--- config.mk ---
export PLATFORM = sky130hd
export DESIGN_NAME = rpss_sequencer
export DESIGN_NICKNAME = d
export VERILOG_FILES = /design/src/shared/rpss_pkg.sv /design/src/design/rpss_sequencer.sv
export SDC_FILE = /design/constraint.sdc
export NUM_CORES = 1
export LEC_CHECK = 0
export BUFFER_PORTS_ARGS = -buffer_cell sky130_fd_sc_hd__buf_2
export CORE_MARGIN = 2
export CORE_UTILIZATION = 30
export CTS_CLUSTER_SIZE = 24
export DETAILED_ROUTE_END_ITERATION = 16
export PLACE_DENSITY_LB_ADDON = 0.2
export SLEW_MARGIN = 20
export SYNTH_ARGS = -nofsm -noshare
export SYNTH_HDL_FRONTEND = slang
export SYNTH_SLANG_ARGS = --single-unit
export TNS_END_PERCENT = 1
--- constraint.sdc ---
create_clock -name i_clk -period 10.8 [get_ports i_clk]
set_input_delay 2.16 -clock i_clk [delete_from_list [all_inputs] [get_ports i_clk]]
set_output_delay 2.16 -clock i_clk [all_outputs]
set_load 0.1 [all_outputs]
--- src/shared/rpss_pkg.sv ---
// Shared constants and types for the reset pin state sequencer
package rpss_pkg;
    // Operating modes as strapped on the mode pins
    typedef enum logic [2:0] {
        RPSS_MODE_1 = 3'b001,
        RPSS_MODE_2 = 3'b010,
        RPSS_MODE_3 = 3'b011,
        RPSS_MODE_4 = 3'b100,
        RPSS_MODE_7 = 3'b111
    } rpss_mode_e;

    // Sequencer phases after the clear input is sampled low
    typedef enum logic [1:0] {
        RPSS_RUN   = 2'b00,
        RPSS_HALF  = 2'b01,
        RPSS_FULL  = 2'b10,
        RPSS_HELD  = 2'b11
    } rpss_state_e;

    localparam int RPSS_CLK_PERIOD_PS = 25000;
    // Delays in tenths of a system clock period
    localparam int RPSS_CLK_DELAY_TENTHS = 5;
    localparam int RPSS_BUS_DELAY_TENTHS = 15;
    // Whole edges after the sampling edge; half periods round up
    localparam int RPSS_CLK_DELAY_CYC = (RPSS_CLK_DELAY_TENTHS + 9) / 10;
    localparam int RPSS_BUS_DELAY_CYC = (RPSS_BUS_DELAY_TENTHS + 9) / 10;

    localparam int RPSS_ADDR_W = 20;
    localparam int RPSS_LOW_W = 8;
    localparam int RPSS_MID_W = 8;
    localparam int RPSS_PAGE_W = 4;
    localparam int RPSS_DATA_W = 8;
    localparam int RPSS_PORT_W = 64;

    // Bus strobes, all active low
    typedef struct packed {
        logic address_valid_n;
        logic data_strobe_n;
        logic read_strobe_n;
        logic store_strobe_n;
    } rpss_strobe_s;

    localparam rpss_strobe_s RPSS_STROBE_IDLE = '{1'b1, 1'b1, 1'b1, 1'b1};
endpackage

--- src/design/rpss_sequencer.sv ---
// Pin sequencer driving bus, clock and port pins through a clear and standby
`timescale 1ns/100ps
module rpss_sequencer
    import rpss_pkg::*;
(
    input wire logic i_clk,                           // System clock, 40 MHz
    input wire logic i_rst,                           // Power-on reset, async high
    input wire logic i_external_clear_in_n,           // Clear pin, active low
    input wire logic i_standby_request_n,             // Standby pin, active low
    input wire logic [2:0] i_mode,                    // Mode straps
    input wire rpss_strobe_s i_strobe,                // Core strobes in normal running
    input wire logic i_dir_read,                      // Core direction, high for read
    input wire logic [RPSS_ADDR_W-1:0] i_addr,        // Core address
    input wire logic [RPSS_DATA_W-1:0] i_data,        // Core write data
    input wire logic i_data_drive,                    // Core drives data bus
    input wire logic [RPSS_PORT_W-1:0] i_port_out,    // Core port data
    input wire logic [RPSS_PORT_W-1:0] i_port_dir,    // Core port direction, 1 output
    output logic o_core_reset,                        // Core held in reset
    output logic o_standby,                           // Hardware standby active
    output rpss_strobe_s o_strobe,                    // Bus strobes
    output logic o_dir_read,                          // Transfer direction, high read
    output logic [RPSS_ADDR_W-1:0] o_addr,            // Address pins
    output logic [RPSS_ADDR_W-1:0] o_addr_oe_n,       // Address enables, low drives
    output logic [RPSS_DATA_W-1:0] o_data,            // Data pins
    output logic o_data_oe_n,                         // Data enable, low drives
    output logic [RPSS_PORT_W-1:0] o_port_out,        // Port pins
    output logic [RPSS_PORT_W-1:0] o_port_oe_n,       // Port enables, low drives
    output logic [1:0] o_clk_oe_n                     // Clock pin enables, low drives
);
    localparam int LOW_HI = RPSS_LOW_W - 1;
    localparam int MID_HI = RPSS_LOW_W + RPSS_MID_W - 1;

    function automatic logic is_ext(input logic [2:0] m);
        is_ext = (m == RPSS_MODE_1) || (m == RPSS_MODE_2) || (m == RPSS_MODE_3) || (m == RPSS_MODE_4);
    endfunction

    function automatic logic is_full_addr(input logic [2:0] m);
        is_full_addr = (m == RPSS_MODE_1) || (m == RPSS_MODE_3);
    endfunction

    // Clear pin is also an async assert so pins release without a clock
    logic clr_async;
    assign clr_async = i_rst | ~i_external_clear_in_n;

    logic sync1_q;
    logic sync2_q;
    rpss_state_e state_q;
    logic [2:0] mode_q;

    // Release edge goes through two flops; assertion is async
    always_ff @(posedge i_clk or posedge clr_async) begin
        if (clr_async) begin
            sync1_q <= 1'b0;
            sync2_q <= 1'b0;
        end else begin
            sync1_q <= 1'b1;
            sync2_q <= sync1_q;
        end
    end

    // Mode straps caught while clear is held, after power-on reset
    always_ff @(posedge i_clk or posedge i_rst) begin
        if (i_rst) begin
            mode_q <= RPSS_MODE_7;
        end else if (!sync2_q) begin
            mode_q <= i_mode;
        end
    end

    // Separate sampled-low flop counts delays from the sampling edge
    logic samp1_q;
    logic samp_low_q;
    always_ff @(posedge i_clk or posedge i_rst) begin
        if (i_rst) begin
            samp1_q <= 1'b0;
            samp_low_q <= 1'b1;
        end else begin
            samp1_q <= i_external_clear_in_n;
            samp_low_q <= ~samp1_q;
        end
    end

    always_ff @(posedge i_clk or posedge i_rst) begin
        if (i_rst) begin
            state_q <= RPSS_HELD;
        end else begin
            case (state_q)
                RPSS_RUN: state_q <= samp_low_q ? RPSS_HALF : RPSS_RUN;
                RPSS_HALF: state_q <= RPSS_FULL;
                RPSS_FULL: state_q <= RPSS_HELD;
                RPSS_HELD: state_q <= (sync2_q && !samp_low_q) ? RPSS_RUN : RPSS_HELD;
                default: state_q <= RPSS_HELD;
            endcase
        end
    end

    logic clk_on;
    logic bus_init;
    assign clk_on = (state_q != RPSS_RUN) || sync2_q;
    assign bus_init = (state_q == RPSS_FULL) || (state_q == RPSS_HELD);

    // Pins that react without a clock
    always_ff @(posedge i_clk or posedge clr_async) begin
        if (clr_async) begin
            o_port_oe_n <= '1;
            o_port_out <= '0;
            o_strobe <= RPSS_STROBE_IDLE;
            o_data_oe_n <= 1'b1;
            o_data <= '0;
            o_core_reset <= 1'b1;
        end else begin
            o_port_oe_n <= ~i_port_dir;
            o_port_out <= i_port_out;
            o_strobe <= is_ext(mode_q) ? i_strobe : RPSS_STROBE_IDLE;
            o_data_oe_n <= ~(is_ext(mode_q) && i_data_drive);
            o_data <= i_data;
            o_core_reset <= ~sync2_q;
        end
    end

    logic [LOW_HI:0] addr_oe_lo_q;
    logic [RPSS_ADDR_W-LOW_HI-2:0] addr_oe_hi_q;
    logic upper_rel;

    // Address, direction and clock pins follow the sampled sequence
    always_ff @(posedge i_clk or posedge i_rst) begin
        if (i_rst) begin
            o_addr <= '0;
            addr_oe_lo_q <= '1;
            o_dir_read <= 1'b1;
            o_clk_oe_n <= 2'b11;
        end else begin
            o_clk_oe_n <= clk_on ? 2'b00 : 2'b11;
            if (state_q == RPSS_RUN && !samp_low_q) begin
                o_addr <= i_addr;
                o_dir_read <= i_dir_read;
                addr_oe_lo_q <= is_ext(mode_q) ? '0 : '1;
            end else if (bus_init && is_ext(mode_q)) begin
                o_dir_read <= 1'b1;
                o_addr[LOW_HI:0] <= '0;
                addr_oe_lo_q <= '0;
                if (is_full_addr(mode_q)) begin
                    o_addr <= '0;
                end
            end else if (!is_ext(mode_q)) begin
                addr_oe_lo_q <= '1;
            end
        end
    end

    // Upper and page lines are ports in the narrow modes, so they let go without waiting for a clock
    assign upper_rel = i_rst | (~i_external_clear_in_n & ~is_full_addr(mode_q));

    always_ff @(posedge i_clk or posedge upper_rel) begin
        if (upper_rel) begin
            addr_oe_hi_q <= '1;
        end else if (state_q == RPSS_RUN && !samp_low_q) begin
            addr_oe_hi_q <= is_ext(mode_q) ? '0 : '1;
        end else if (bus_init && is_full_addr(mode_q)) begin
            addr_oe_hi_q <= '0;
        end else if (!is_full_addr(mode_q)) begin
            addr_oe_hi_q <= '1;
        end
    end

    assign o_addr_oe_n = {addr_oe_hi_q, addr_oe_lo_q};

    // Standby passes through; sequencing before it is the controller's job
    always_ff @(posedge i_clk or posedge i_rst) begin
        if (i_rst) begin
            o_standby <= 1'b0;
        end else begin
            o_standby <= ~i_standby_request_n;
        end
    end
endmodule // rpss_sequencer

==> results.cfg, run 1 <==
[logic_synthesis]
yosys_warnings = 0
ys.flop_type = dfrtp_1
synth_top_area_share = 0.449
syn_inst = 321
yosys-top-cells-area = dfrtp_1, dfstp_2, inv_1
synthMuxAreaShare = 0.00632
synth-edff-count = 0
ys_seq_elements = 176
synth_top_family_by_area = buffers and inverters
postSynth.asyncResetShare = 1.00
syn_nets = 490
yosysTopAreaCell = dfrtp_1
synth_commonest_cells = dfrtp_1, dfstp_2, inv_1
yosysUniqueCellTypes = 23
synth_adder_area_share = 0
syn-mean-instance-area_sq_um = 16.7
synth_compound_area_frac = 0.0440
netlist_area_sq_mm = 0.00535
seq_area_frac_synth = 0.842
yosys.area_share.xor_xnor = 0
synth-simple-area-share = 0.0236
synth.most_common_cell = dfrtp_1

[job]
drv_cap = 0

[clock_tree]
cts_root_buffer = clkbuf_16
cts_buffer_depth = 2
cts_buffers = 17
cts_setup_buffers = 0
clk_pin_slew_ps = 70
cts_max_level = 4
cts_resized = 0
insertion_delay_ps = 410
clock-sinks = 176
postCtsHoldBufs = 0
cts_tree = built

[timing]
report.final.setup_viol = 0
tns_ps = 0
slew_headroom = 0.319
finalHoldViolCount = 0
max_freq_mhz = 274
rsz0062_at_grt = false
report.final.slew_viol_count = 0
fin_crit_sh = 0.338
finClkSkew_ps = 5.72
worst_pin_slew_ps = 1020
period_needed_ps = 3650

[critical_path]
path_max_fanout = 13
required_ps = 8640
cp_cell_sequence = buf_2
slowest_stage = dfstp_2
arrival_ps = 1490
critical-path-top-delay-family = flip-flops
crit_type = flip-flop to output port
max_stage_delay_ps = 610
cp-end-kind = output port
critPathBufInv = 1
rrSetupSlack_ps = 8780
worstSetupStartpointType = flip-flop

[grt]
grt_max_degree = 86
gr-total-overflow = 0
grt_pass1_wl_microns = 20100
first_global_vias = 3716
grt.total_usage = 0.148
antenna_found_initial = 6

[place]
portBuffers = 354
routabilityCongestion = 0.803
placed_cell_area_sq_mm = 0.00724
hpwl_microns = 11200

[drt]
ant_nets = 0
firstDrtPassIters = 3
wl_per_cell_microns = 15.4
drt_iter0_markers = 61
avgViaCountPerCell = 3.91
totalWireLength_microns = 14100
vias = 3577
route.detailed.drc = 0

[cells_and_area]
area_delta_synth_final_pct = 47.0
design_area_sq_mm = 0.00786
nNetsFinal = 842
fillers = 1658
drive_above_1_share = 0.695

[floorplan]
die_w_microns = 137
pin_count = 355
rows = 48
initial_core_util = 0.308
dieArea_sq_mm = 0.0189
dieHeight_microns = 137
coreArea_sq_mm = 0.0174

[pwr]
peakVddDrop_uv = 140
swShare = 0.391
p_leak_nw = 4.27
p_int_mw = 1.14
p_seq_frac = 0.392
p_switching_mw = 0.733
power_frac_comb = 0.277
p_clk_frac = 0.331
power_density_mw_per_mm2 = 239

[worst_hold_path]
hp-class = flip-flop to flip-flop

[status]
status = finished, final reports clean
-- power by group through the flow --
stage / sequential (mW) / clock, mW / combinational, mW
global route: 0.742 / 0.669 / 0.536
floorplan: 1.04 / 0 / 0.149
finish: 0.736 / 0.620 / 0.519
detailed placement: 0.747 / 0 / 0.523
CTS: 0.737 / 0.643 / 0.523
global placement: 0.746 / 0 / 0.522
-- placed cells by master, fill, tap and decap left out, types with 5 or more instances in the layout --
master	Yosys	layout
a22o_1	20	20
inv_1	70	69
dfrtp_1	96	96
dfstp_2	80	80
buf_2	0	354
clkbuf_16	0	17
nand2b_1	5	5
-- cell type report --
cell class                 count  area, sq um  area share
sequential                   176         4500       0.573
timing repair buffer         356         1790       0.228
clock buffer                  18          439      0.0559
multi-input combinational     52          407      0.0517
tap                          225          282      0.0358
inverter                      70          263      0.0334
clock inverter                14          168      0.0213
antenna                        3         7.51    0.000955
-- per-layer routing --
metal	wire [microns]	part of all wire	track usage	up-vias
li1	-	-	-	1658
met1	4470	0.32	0.146	1692
met2	7680	0.55	0.260	195
met3	1560	0.11	0.0732	28
met4	348	0.025	0.0699	4
met5	27	0.0019	0	-
-- kinds of logic after synthesis --
| logic type | Yosys count |
|---|---|
| flip-flops | 176 |
| buffers and inverters | 93 |
| AO/OA/AOI/OAI | 28 |
| AND/OR/NAND/NOR | 20 |
| multiplexers | 3 |
| other | 1 |
-- final timing paths --
check	start	end	cells past startpoint
worst max-delay path	addr_oe_hi_q[10]	o_addr_oe_n[12]	1
worst max register to register	state_q[1]	o_addr[8]	3
worst min-delay path	sync1_q	sync2_q	0
worst min register to register	sync1_q	sync2_q	0
max in group asynchronous	i_external_clear_in_n	o_port_out[16]	3
min in group asynchronous	mode_q[2]	addr_oe_hi_q[10]	3
-- registers in the layout, indices dropped and copies added (netlist names), 2 cells and up --
register	cells
o_port_oe_n	64
o_port_out	64
o_addr	20
o_data	8
o_strobe	4
mode_q	3
state_q	2
-- metrics by stage --
step                power, mW  instances  utilization  hold WS (ps)  setup WS [ps]
floorplan                1.19        321            -           331           3690
global placement         1.27        879        0.417           333           7220
detailed placement       1.27        879        0.417           336           7130
CTS                      1.90        911        0.452           352           7120
global route             1.95        913        0.453           360           7060
finish                   1.88        914        0.453           350           7150
Note: power is estimated with default switching activity, not from simulation.
==> inputs of run 2 (changes only) <==
==> constraint.sdc (replaced) <==
create_clock -name i_clk -period 3.7 [get_ports i_clk]
set_input_delay 0.74 -clock i_clk [delete_from_list [all_inputs] [get_ports i_clk]]
set_output_delay 0.74 -clock i_clk [all_outputs]
set_load 0.1 [all_outputs]
==> run 2 against run 1 <==
Net effect: wire length decreased by 2.1%; clock-buffer cell count increased by 1; global-route usage shrank 0.29 points; via count increased by 1.8%; sequential power grew to 2.9 times the previous value; hold slack gained 2.1 ps.
==> results.cfg, run 2 (same netlist as run 1, synthesis figures left out) <==
[status]
status = finished, final reports clean

[place]
hpwl_microns = 10900
portBuffers = 354
placed_cell_area_sq_mm = 0.00726
pre_cts_slack_ps = 1820
routabilityCongestion = 0.802

[floorplan]
coreArea_sq_mm = 0.0174
initial_core_util = 0.308
die_w_microns = 137
dieArea_sq_mm = 0.0189
rows = 48
dieHeight_microns = 137
pin_count = 355

[timing]
tns_ps = 0
fin_crit_sh = 0.599
report.final.setup_viol = 0
finClkSkew_ps = 4.18
setup_slack_ps = 1480
finalHoldViolCount = 0
worst_pin_slew_ps = 970
max_freq_mhz = 451
slew_headroom = 0.352
period_needed_ps = 2220
report.final.slew_viol_count = 0
rsz0062_at_grt = false

[clock_tree]
postCtsHoldBufs = 0
cts_buffer_depth = 2
cts_resized = 0
clk_pin_slew_ps = 60
cts_root_buffer = clkbuf_16
cts_buffers = 17
cts_tree = built
insertion_delay_ps = 410
cts_max_level = 4
clock-sinks = 176
cts_setup_buffers = 0

[critical_path]
crit_type = flip-flop to output port
worstSetupStartpointType = flip-flop
rrSetupSlack_ps = 1780
max_stage_delay_ps = 610
slowest_stage = dfstp_2
arrival_ps = 1480
critical-path-top-delay-family = flip-flops
cp-end-kind = output port
path_max_fanout = 13
required_ps = 2960
r2r-start = state_q[1]
crit_cells = 1
r2r-end = o_addr[18]
critPathBufInv = 1
r2r_cells = 3
cp_cell_sequence = buf_2

[drt]
drt_iter0_markers = 123
avgViaCountPerCell = 3.99
firstDrtPassIters = 4
wl_per_cell_microns = 15.1
route.detailed.drc = 0
totalWireLength_microns = 13800
vias = 3643
ant_nets = 0

[cells_and_area]
design_area_sq_mm = 0.00787
drive_above_1_share = 0.693
top_regs = o_port_oe_n: 64 flops, o_port_out: 64 flops, o_addr: 20 flops
layout_commonest_cell = buf_2
area_delta_synth_final_pct = 47.1
nNetsFinal = 843
mostFrequentLayoutCells = buf_2, dfrtp_1, dfstp_2

[pwr]
p_leak_nw = 4.29
peakVddDrop_uv = 360
power_density_mw_per_mm2 = 695

[grt]
grt_max_degree = 99
gr-total-overflow = 0
grt.total_usage = 0.145
grt_pass1_wl_microns = 20000
first_global_vias = 3771
antenna_found_initial = 5

[worst_hold_path]
hold_path_depth = 1
hp-class = flip-flop to flip-flop
min_from = samp1_q
min_to = samp_low_q

[job]
drv_cap = 0
[run 2: layout make-up]
type	instances	area [sq um]
antenna	1	2.50
timing repair buffer	357	1810
tap	225	282
clock buffer	19	454
clock inverter	13	146
multi-input combinational	52	407
inverter	70	263
fill	1620	9490
sequential	176	4500
[run 2: worst max-delay path by stage]
stage	startpoint	end	slack [ps]
finish	addr_oe_hi_q[10]	o_addr_oe_n[16]	1480
global route	addr_oe_hi_q[10]	o_addr_oe_n[15]	1370
CTS	addr_oe_hi_q[10]	o_addr_oe_n[16]	1430
detailed placement	state_q[1]	o_addr[18]	1820
global placement	state_q[1]	o_addr[11]	1860
floorplan	i_external_clear_in_n	o_data[0]	190
[run 2: where the power goes]
| group | switching (mW) | leakage [nW] | internal, mW |
|---|---|---|---|
| registers | 0.0589 | 2.04 | 2.09 |
| logic | 1.31 | 1.95 | 0.209 |
| clock network | 0.755 | 0.301 | 1.05 |
[run 2: per-stage QoR]
step                      std cells  utilization  power (mW)  hold slack [ps]
final                           913        0.453        5.47              352
after CTS                       912        0.453        5.55              354
after floorplan                 321            -        3.48              331
after detailed placement        880        0.418        3.71              339
after global placement          880        0.418        3.70              332
after global routing            912        0.453        5.68              364
[run 2: per-layer routing]
metal	track usage	vias to the layer above	share of wire	routed length (microns)
li1	-	1661	-	-
met1	0.147	1735	0.34	4680
met2	0.240	204	0.51	7030
met3	0.0751	35	0.11	1510
met4	0.0830	8	0.038	518
met5	0	-	0.0037	51
